$ cat config.mk
export PLATFORM = sky130hd
export DESIGN_NAME = ubc_core
export DESIGN_NICKNAME = d
export VERILOG_FILES = /design/src/ubc_pkg.sv /design/src/ubc_core.sv
export SDC_FILE = /design/constraint.sdc
export NUM_CORES = 1
export LEC_CHECK = 0
export ABC_AREA = 1
export ABC_CLOCK_PERIOD_IN_PS = 2500
export BUFFER_PORTS_ARGS = -buffer_cell sky130_fd_sc_hd__buf_4
export CORE_MARGIN = 3
export CORE_UTILIZATION = 45
export DETAILED_ROUTE_END_ITERATION = 16
export PLACE_DENSITY = 0.7
export SYNTH_ARGS = -nofsm -noshare
export SYNTH_HDL_FRONTEND = slang
export SYNTH_SLANG_ARGS = --single-unit
$ cat constraint.sdc
create_clock -name pclk -period 2.5 [get_ports pclk]
set_input_delay 0 -clock pclk [delete_from_list [all_inputs] [get_ports pclk]]
set_output_delay 0 -clock pclk [all_outputs]
set_load 0.05 [all_outputs]
$ cat src/ubc_pkg.sv
// Package with register map, field positions, reset values and counts for the serial port control block.
package ubc_pkg;
   // Register byte addresses on the peripheral bus.
   localparam logic [15:0] UBC_OFS_PORT1_DIR   = 16'hff21;
   localparam logic [15:0] UBC_OFS_MODE_CTRL   = 16'hff50;
   localparam logic [15:0] UBC_OFS_CLK_SEL     = 16'hff56;
   localparam logic [15:0] UBC_OFS_DIVISOR     = 16'hff57;
   localparam logic [15:0] UBC_OFS_PORT1_LATCH = 16'hff01;
   localparam logic [15:0] UBC_OFS_STATUS      = 16'hff60;
   // Values after reset.
   localparam logic [7:0] UBC_RST_PORT1_DIR   = 8'hff;
   localparam logic [7:0] UBC_RST_MODE_CTRL   = 8'h01;
   localparam logic [7:0] UBC_RST_DIVISOR     = 8'hff;
   localparam logic [3:0] UBC_RST_CLK_SEL     = 4'h0;
   localparam logic [7:0] UBC_RST_PORT1_LATCH = 8'h00;
   // Mode control field positions.
   localparam int UBC_BIT_POWER  = 7;
   localparam int UBC_BIT_TXEN   = 6;
   localparam int UBC_BIT_RXEN   = 5;
   // Port 1 pin positions for the serial pins.
   localparam int UBC_PIN_TX     = 3;
   localparam int UBC_PIN_RX     = 4;
   // Smallest legal divisor and the base clock select codes.
   localparam logic [7:0] UBC_DIV_MIN      = 8'h04;
   localparam logic [3:0] UBC_SEL_MAX_DIV  = 4'ha;
   localparam logic [3:0] UBC_SEL_EXT_TMR  = 4'hb;
endpackage

$ cat src/ubc_core.sv
// Baud generator, enables, pin mapping and register slave of the serial port.
`timescale 1ns/1ps
`default_nettype none
module ubc_core
   import ubc_pkg::*;
(
   input  wire logic        pclk,             // Peripheral clock, 10 MHz.
   input  wire logic        presetn,          // Asynchronous reset, active low.
   input  wire logic        psel,             // APB select.
   input  wire logic        penable,          // APB access phase.
   input  wire logic        pwrite,           // APB direction, high for write.
   input  wire logic [15:0] paddr,            // APB byte address.
   input  wire logic [31:0] pwdata,           // APB write data.
   output logic      [31:0] prdata,           // APB read data.
   output logic             pready,           // APB ready.
   output logic             pslverr,          // APB error for unmapped address.
   input  wire logic        ext_timer_out,    // External timer output used as base clock.
   input  wire logic        serial_tx_data,   // Serial data from the transmit shifter.
   output logic             serial_rx_data,   // Receive input seen by the receive shifter.
   input  wire logic [7:0]  port1_in,         // Port 1 pin levels.
   output logic [7:0]       port1_out,        // Port 1 pin output values.
   output logic [7:0]       port1_oe,         // Port 1 pin output enables, high drives.
   output logic             bit_tick,         // One-cycle pulse per bit period.
   output logic             tx_circuit_rst,   // Transmit circuit held in reset.
   output logic             rx_circuit_rst,   // Receive circuit held in reset.
   output logic             port_clear        // Status and receive buffer cleared.
);

   // Software-visible registers.
   logic [7:0] port1_direction_r;     // Port 1 direction, one bit per pin.
   logic [7:0] port1_latch_r;         // Port 1 output latch.
   logic [7:0] serial_mode_control_r; // Power, enables and format bits.
   logic [7:0] baud_divisor_r;        // Divisor field k.
   logic [3:0] base_clock_select_r;   // Base clock select code.
   logic       bit_clk_r;             // Bit clock flip-flop, toggled on each divider wrap.

   // Decoded mode bits.
   logic port_power;
   logic transmit_enable;
   logic receive_enable;
   assign port_power      = serial_mode_control_r[UBC_BIT_POWER];
   assign transmit_enable = serial_mode_control_r[UBC_BIT_TXEN];
   assign receive_enable  = serial_mode_control_r[UBC_BIT_RXEN];

   // Synchronisers for pins and the timer clock.
   logic       tmr_meta_r;
   logic       tmr_sync_r;
   logic       tmr_prev_r;
   logic       sin_meta_r;
   logic       sin_sync_r;

   // APB decode helpers.
   logic       wr_fire;
   logic       rd_fire;
   logic       mapped;
   logic [7:0] wbyte;
   assign wr_fire = psel & penable & pwrite & pready;
   assign rd_fire = psel & ~pready & ~pwrite;
   assign wbyte   = pwdata[7:0];

   // Checks whether an address hits a register.
   function automatic logic is_mapped(input logic [15:0] a);
      is_mapped = (a == UBC_OFS_PORT1_DIR) || (a == UBC_OFS_MODE_CTRL) || (a == UBC_OFS_CLK_SEL) ||
                  (a == UBC_OFS_DIVISOR) || (a == UBC_OFS_PORT1_LATCH) || (a == UBC_OFS_STATUS);
   endfunction
   assign mapped = is_mapped(paddr);

   // Bus handshake: one wait state, ready raised in the access phase.
   always_ff @(posedge pclk or negedge presetn) begin
      if (!presetn) begin
         pready  <= 1'b0;
         pslverr <= 1'b0;
      end else if (psel && penable && !pready) begin
         pready  <= 1'b1;
         pslverr <= ~mapped;
      end else begin
         pready  <= 1'b0;
         pslverr <= 1'b0;
      end
   end

   // Read data is registered while the access waits for ready.
   always_ff @(posedge pclk or negedge presetn) begin
      if (!presetn) begin
         prdata <= 32'h0000_0000;
      end else if (rd_fire) begin
         unique case (paddr)
            UBC_OFS_PORT1_DIR:   prdata <= {24'h000000, port1_direction_r};
            UBC_OFS_PORT1_LATCH: prdata <= {24'h000000, port1_latch_r};
            UBC_OFS_MODE_CTRL:   prdata <= {24'h000000, serial_mode_control_r};
            UBC_OFS_CLK_SEL:     prdata <= {28'h0000000, base_clock_select_r};
            UBC_OFS_DIVISOR:     prdata <= {24'h000000, baud_divisor_r};
            UBC_OFS_STATUS:      prdata <= {29'h00000000, bit_clk_r, tx_circuit_rst, rx_circuit_rst};
            default:             prdata <= 32'h0000_0000;
         endcase
      end
   end

   // Mode control register; reset value 01h.
   always_ff @(posedge pclk or negedge presetn) begin
      if (!presetn) begin
         serial_mode_control_r <= UBC_RST_MODE_CTRL;
      end else if (wr_fire && paddr == UBC_OFS_MODE_CTRL) begin
         serial_mode_control_r <= wbyte;
      end
   end

   // Divisor register; a same-value rewrite leaves the counter untouched.
   always_ff @(posedge pclk or negedge presetn) begin
      if (!presetn) begin
         baud_divisor_r <= UBC_RST_DIVISOR;
      end else if (wr_fire && paddr == UBC_OFS_DIVISOR) begin
         baud_divisor_r <= wbyte;
      end
   end

   // Base clock select register, low four bits kept.
   always_ff @(posedge pclk or negedge presetn) begin
      if (!presetn) begin
         base_clock_select_r <= UBC_RST_CLK_SEL;
      end else if (wr_fire && paddr == UBC_OFS_CLK_SEL) begin
         base_clock_select_r <= wbyte[3:0];
      end
   end

   // Port direction and output latch registers.
   always_ff @(posedge pclk or negedge presetn) begin
      if (!presetn) begin
         port1_direction_r <= UBC_RST_PORT1_DIR;
         port1_latch_r     <= UBC_RST_PORT1_LATCH;
      end else if (wr_fire) begin
         if (paddr == UBC_OFS_PORT1_DIR) begin
            port1_direction_r <= wbyte;
         end
         if (paddr == UBC_OFS_PORT1_LATCH) begin
            port1_latch_r <= wbyte;
         end
      end
   end

   // Two-stage synchronisers for every asynchronous input.
   always_ff @(posedge pclk or negedge presetn) begin
      if (!presetn) begin
         tmr_meta_r <= 1'b0;
         tmr_sync_r <= 1'b0;
         tmr_prev_r <= 1'b0;
         sin_meta_r <= 1'b1;
         sin_sync_r <= 1'b1;
      end else begin
         tmr_meta_r <= ext_timer_out;
         tmr_sync_r <= tmr_meta_r;
         tmr_prev_r <= tmr_sync_r;
         sin_meta_r <= port1_in[UBC_PIN_RX];
         sin_sync_r <= sin_meta_r;
      end
   end

   // Prescaler: free counter whose bit n-1 carry gives fprs/2^n enables.
   logic [9:0]  pre_cnt_r;
   logic [10:0] pre_carry;
   logic        base_en;
   always_ff @(posedge pclk or negedge presetn) begin
      if (!presetn) begin
         pre_cnt_r <= 10'h000;
      end else if (!port_power) begin
         pre_cnt_r <= 10'h000;
      end else begin
         pre_cnt_r <= pre_cnt_r + 10'h001;
      end
   end

   // Carry chain: stage n fires when the low n bits are all ones.
   assign pre_carry[0] = 1'b1;
   generate
      for (genvar g = 1; g <= 10; g++) begin : g_carry
         assign pre_carry[g] = pre_carry[g-1] & pre_cnt_r[g-1];
      end
   endgenerate

   // Base clock enable selection.
   always_comb begin
      if (base_clock_select_r <= UBC_SEL_MAX_DIV) begin
         base_en = pre_carry[base_clock_select_r];
      end else if (base_clock_select_r == UBC_SEL_EXT_TMR) begin
         base_en = tmr_sync_r & ~tmr_prev_r;
      end else begin
         base_en = 1'b0;
      end
   end

   // Divider counter counts base clocks 0..k-1 and wraps.
   logic [7:0] div_cnt_r;
   logic       div_wrap;
   logic       div_ok;
   assign div_ok   = baud_divisor_r >= UBC_DIV_MIN;
   assign div_wrap = base_en && div_ok && (div_cnt_r == baud_divisor_r - 8'h01);

   always_ff @(posedge pclk or negedge presetn) begin
      if (!presetn) begin
         div_cnt_r <= 8'h00;
      end else if (!port_power) begin
         div_cnt_r <= 8'h00;
      end else if (div_wrap) begin
         div_cnt_r <= 8'h00;
      end else if (base_en && div_ok) begin
         div_cnt_r <= div_cnt_r + 8'h01;
      end
   end

   // Bit clock flip-flop toggles on each wrap; one bit per two wraps.
   always_ff @(posedge pclk or negedge presetn) begin
      if (!presetn) begin
         bit_clk_r <= 1'b0;
         bit_tick  <= 1'b0;
      end else if (!port_power) begin
         bit_clk_r <= 1'b0;
         bit_tick  <= 1'b0;
      end else begin
         if (div_wrap) begin
            bit_clk_r <= ~bit_clk_r;
         end
         bit_tick <= div_wrap & bit_clk_r;
      end
   end

   // Circuit resets follow power and enables.
   always_ff @(posedge pclk or negedge presetn) begin
      if (!presetn) begin
         tx_circuit_rst <= 1'b1;
         rx_circuit_rst <= 1'b1;
         port_clear     <= 1'b1;
      end else begin
         port_clear     <= ~port_power;
         tx_circuit_rst <= ~port_power | ~transmit_enable;
         rx_circuit_rst <= ~port_power | ~receive_enable;
      end
   end

   // Pin mapping: serial function only while powered and enabled.
   logic tx_serial;
   logic rx_serial;
   assign tx_serial = port_power & transmit_enable;
   assign rx_serial = port_power & receive_enable;

   always_ff @(posedge pclk or negedge presetn) begin
      if (!presetn) begin
         port1_out      <= UBC_RST_PORT1_LATCH;
         port1_oe       <= 8'h00;
         serial_rx_data <= 1'b1;
      end else begin
         port1_oe  <= ~port1_direction_r;
         port1_out <= port1_latch_r;
         if (tx_serial) begin
            port1_out[UBC_PIN_TX] <= serial_tx_data & port1_latch_r[UBC_PIN_TX];
         end else if (!port_power && transmit_enable) begin
            port1_out[UBC_PIN_TX] <= 1'b1;
         end
         serial_rx_data <= rx_serial ? sin_sync_r : 1'b1;
      end
   end
endmodule
`default_nettype wire

==> results.py <==
metrics = {
    "min_path": {
        "hp-start": "pwdata[0]",
        "hold_depth": 3,
        "min_path_type": "in -> reg",
        "min_to": "port1_latch_r[0]$_DFFE_PN0P_",
    },
    "worst_setup_path": {
        "cp_data_required_time_ns": 2.76,
        "critPathLaunchType": "flip-flop",
        "r2r.worst_path.cells": 12,
        "worstPathCellList": "inv_2, ha_1, xor2_1, inv_1, nand2_1, nand2_2, nor2_4, inv_1, nor2_2, nand2_2, nand3_1, nand2_1",
        "path_class": "reg -> reg",
        "cp.arrival_ns": 2.21,
        "crit_family": "simple AND/OR/NAND/NOR gates",
        "crit_buf_inv": 3,
        "r2r-start": "baud_divisor_r[0]$_DFFE_PN1P_",
        "reg2reg_slack_ns": 0.55,
        "end_kind": "flip-flop",
        "r2r-end": "bit_clk_r$_DFFE_PN0P_",
        "path_max_fanout": 5,
        "cpMaxStageDelayCell": "dfstp_2",
        "slowest_delay_ns": 0.58,
    },
    "clock_tree": {
        "cts.sinks": 91,
        "cts_tree": "yes",
        "numCtsBuffers": 9,
        "root_buffer": "clkbuf_8",
        "insertion_delay_ns": 0.36,
        "cts_max_path_buffers": 2,
        "cts.clk_slew.worst_paths_ns": 0.09,
        "h-tree-depth": 3,
        "cts_resized": 0,
    },
    "placed_design": {
        "place_congestion": 0.8340,
        "placed_cells": 735,
        "io_buffers": 62,
        "place_ws_ns": 0.5505,
        "dp_hpwl_um": 7342,
    },
    "route": {
        "vias_per_cell": 4.836,
        "drtIter0Drc": 212,
        "wl_met3_um": 543,
        "drt-met1-wl_um": 4620,
        "wl_met2_um": 4655,
        "top_layer": "met4",
        "detail-route-antenna-nets": 0,
        "avgRoutedWirePerCell_um": 13.02,
        "drc": 0,
        "wl_um": 9944,
        "num_vias": 3695,
        "first_pass_iters": 4,
    },
    "sta": {
        "rsz0062_at_grt": "false",
        "tightestPinTransition_ns": 0.6908,
        "tns_ns": 0,
        "fin_hold_ws_ns": 0.006791,
        "final.min_clock_period_ns": 1.951,
        "fin_ws_ns": 0.5490,
        "skew_ns": 0.01383,
        "period_share_pct": 78.04,
        "relSlewSlack_pct": 53.95,
        "max_freq_ghz": 0.5126,
        "slew_violations": 0,
        "setup_viol": 0,
        "final_hold_viol_count": 0,
    },
    "synth": {
        "synth_cell_types": 41,
        "syn_avg_cell_area_um2": 8.424,
        "synth_flop_cell": "dfrtp_1",
        "yosys_warnings": 0,
        "synth_area_mm2": 0.004608,
        "ys_seq_elements": 91,
        "ys_seq_area_share_pct": 50.04,
        "async_reset_ff_share_pct": 100.0,
        "syn_inst": 547,
        "synth_edf_count": 0,
    },
    "floorplanning": {
        "die_area_mm2": 0.01149,
        "start_util_pct": 46.71,
        "die_height_um": 107.2,
        "num_io_pins": 118,
        "rows": 36,
        "die_w_um": 107.2,
        "core_area_mm2": 0.009864,
    },
    "power": {
        "p_sw_mw": 0.6947,
        "power_density_mw_per_mm2": 513.2,
        "combPwrFrac_pct": 7.5,
        "seq_power_share_pct": 52.8,
        "switching_share_pct": 24.75,
        "p_leak_nw": 2.651,
        "p_int_mw": 2.113,
        "p_clk_share_pct": 39.7,
        "ir_worst_vdd_uv": 345.5,
    },
    "global_routing": {
        "track_usage_pct": 18.63,
        "grt_pass1_wl_um": 17000,
        "grt_pass1_vias": 3682,
        "overflow": 0,
        "grt_max_degree": 54,
        "antenna_found_initial": 0,
    },
    "layout": {
        "diodes": 0,
        "drive_gt1_share_pct": 23.14,
        "stdcell_count": 764,
        "area_growth_pct": 18.71,
        "final_nets": 694,
    },
    "flow_run": {
        "maxCapViolations": 0,
    },
    "run_status": {
        "outcome": "finished, final reports clean",
    },
}
-- sequential cells by signal (all words and copies together), names as in the netlist, 4 cells and up --
name / cells
port1_latch_r: 8
prdata: 8
port1_oe: 8
port1_out: 8
baud_divisor_r: 8
serial_mode_control_r: 8
div_cnt_r: 8
port1_direction_r: 8
pre_cnt_r: 10
base_clock_select_r: 4
-- cells in the mapped netlist, types with 3 or more instances --
| master | count | share of area (%) |
|---|---|---|
| nand2_1 | 152 | 12 |
| dfrtp_1 | 68 | 37 |
| inv_1 | 66 | 5.4 |
| o21ai_1 | 38 | 4.1 |
| nor2_1 | 32 | 2.6 |
| buf_4 | 24 | 3.9 |
| dfstp_2 | 23 | 13 |
| nand3_1 | 22 | 2.4 |
| o21ai_0 | 18 | 2.0 |
| nand4_1 | 14 | 1.9 |
| nand2_2 | 9 | 1.2 |
| o21ai_2 | 9 | 1.7 |
| a21oi_1 | 7 | 0.76 |
| nor2_2 | 7 | 0.95 |
| xor2_1 | 7 | 1.3 |
| nor3_1 | 6 | 0.65 |
| ha_1 | 5 | 1.4 |
| buf_2 | 4 | 0.43 |
| inv_2 | 4 | 0.33 |
| nor2_4 | 4 | 0.98 |
| xnor2_1 | 4 | 0.76 |
| buf_6 | 3 | 0.73 |
| nor3_2 | 3 | 0.65 |
-- logic make-up after synthesis --
group / Yosys count / synth area share, %
AND/OR/NAND/NOR: 260 / 25.96
buffers and inverters: 102 / 10.86
flip-flops: 91 / 50.04
AO/OA/AOI/OAI: 77 / 9.612
XOR/XNOR: 11 / 2.091
adder cells (fa/ha/maj): 5 / 1.358
other: 1 / 0.08138
-- metrics by stage --
step	instance area (um2)	power [mW]	utilization, %
floorplan	4695	1.650	-
global placement	5116	1.704	51.86
detailed placement	5116	1.707	51.86
CTS	5470	2.829	55.45
global route	5470	2.914	55.45
finish	5470	2.807	55.45
-- worst min-delay path, delay by kind of cell --
family	cells	cell delay, ns
AO/OA/AOI/OAI	1	0.15
buffers and inverters	2	0.19
-- power groups by stage --
stage                     Combinational, mW  Clock (mW)  Sequential, mW
final                                 0.211        1.11            1.48
after global placement                0.194           0            1.51
after CTS                             0.213        1.13            1.48
after global routing                  0.229        1.20            1.48
after floorplan                       0.134           0            1.52
after detailed placement              0.196           0            1.51
-- area by class of cell --
type	count	area, um2
sequential	91	2306
clock inverter	6	96.34
inverter	70	262.8
clock buffer	10	127.6
timing repair buffer	77	623.1
multi-input combinational	377	1888
tap	133	166.4
fill	905	4394
-- worst max-delay path by stage --
| stage | slack [ns] | start | endpoint | cells after the start |
|---|---|---|---|---|
| floorplan | 0.76 | baud_divisor_r[0]$_DFFE_PN1P_ | bit_clk_r$_DFFE_PN0P_ | 12 |
| finish | 0.55 | baud_divisor_r[0]$_DFFE_PN1P_ | bit_clk_r$_DFFE_PN0P_ | 12 |
| global route | 0.33 | pre_cnt_r[0]$_DFF_PN0_ | div_cnt_r[6]$_DFFE_PN0P_ | 11 |
| CTS | 0.54 | baud_divisor_r[0]$_DFFE_PN1P_ | bit_clk_r$_DFFE_PN0P_ | 12 |
| global placement | 0.59 | baud_divisor_r[0]$_DFFE_PN1P_ | bit_clk_r$_DFFE_PN0P_ | 12 |
| detailed placement | 0.55 | baud_divisor_r[0]$_DFFE_PN1P_ | bit_clk_r$_DFFE_PN0P_ | 12 |
-- layer usage --
layer	track usage, %	vias to the layer above
li1	-	1845
met1	24.72	1742
met2	30.52	96
met3	3.371	12
met4	6.758	0
met5	0	-
-- cells in the final DEF (no fill, tap or decap), types with 3 or more instances in the layout --
cell           netlist  routed
a21oi_1              7       7
buf_4               24      63
clkbuf_8             0       9
conb_1               1      24
dfrtp_1             68      68
dfstp_2             23      23
dlygate4sd3_1        0      13
ha_1                 5       5
inv_1               66      66
inv_2                4       4
nand2_1            152     152
nand2_2              9       9
nand3_1             22      22
nand4_1             14      14
nor2_1              32      32
nor2_2               7       7
nor2_4               4       4
nor3_1               6       6
nor3_2               3       3
o21ai_0             18      18
o21ai_1             38      38
o21ai_2              9       9
xnor2_1              4       4
xor2_1               7       7
-- repair_timing --
action | 4_1_cts | 5_1_grt
endpoints found under the hold margin | 66 | 0
hold buffers | 13 | 0
endpoints found under the setup margin | 0 | 0
buffers inserted | 0 | 0
Power figures use the tool's default switching activity.
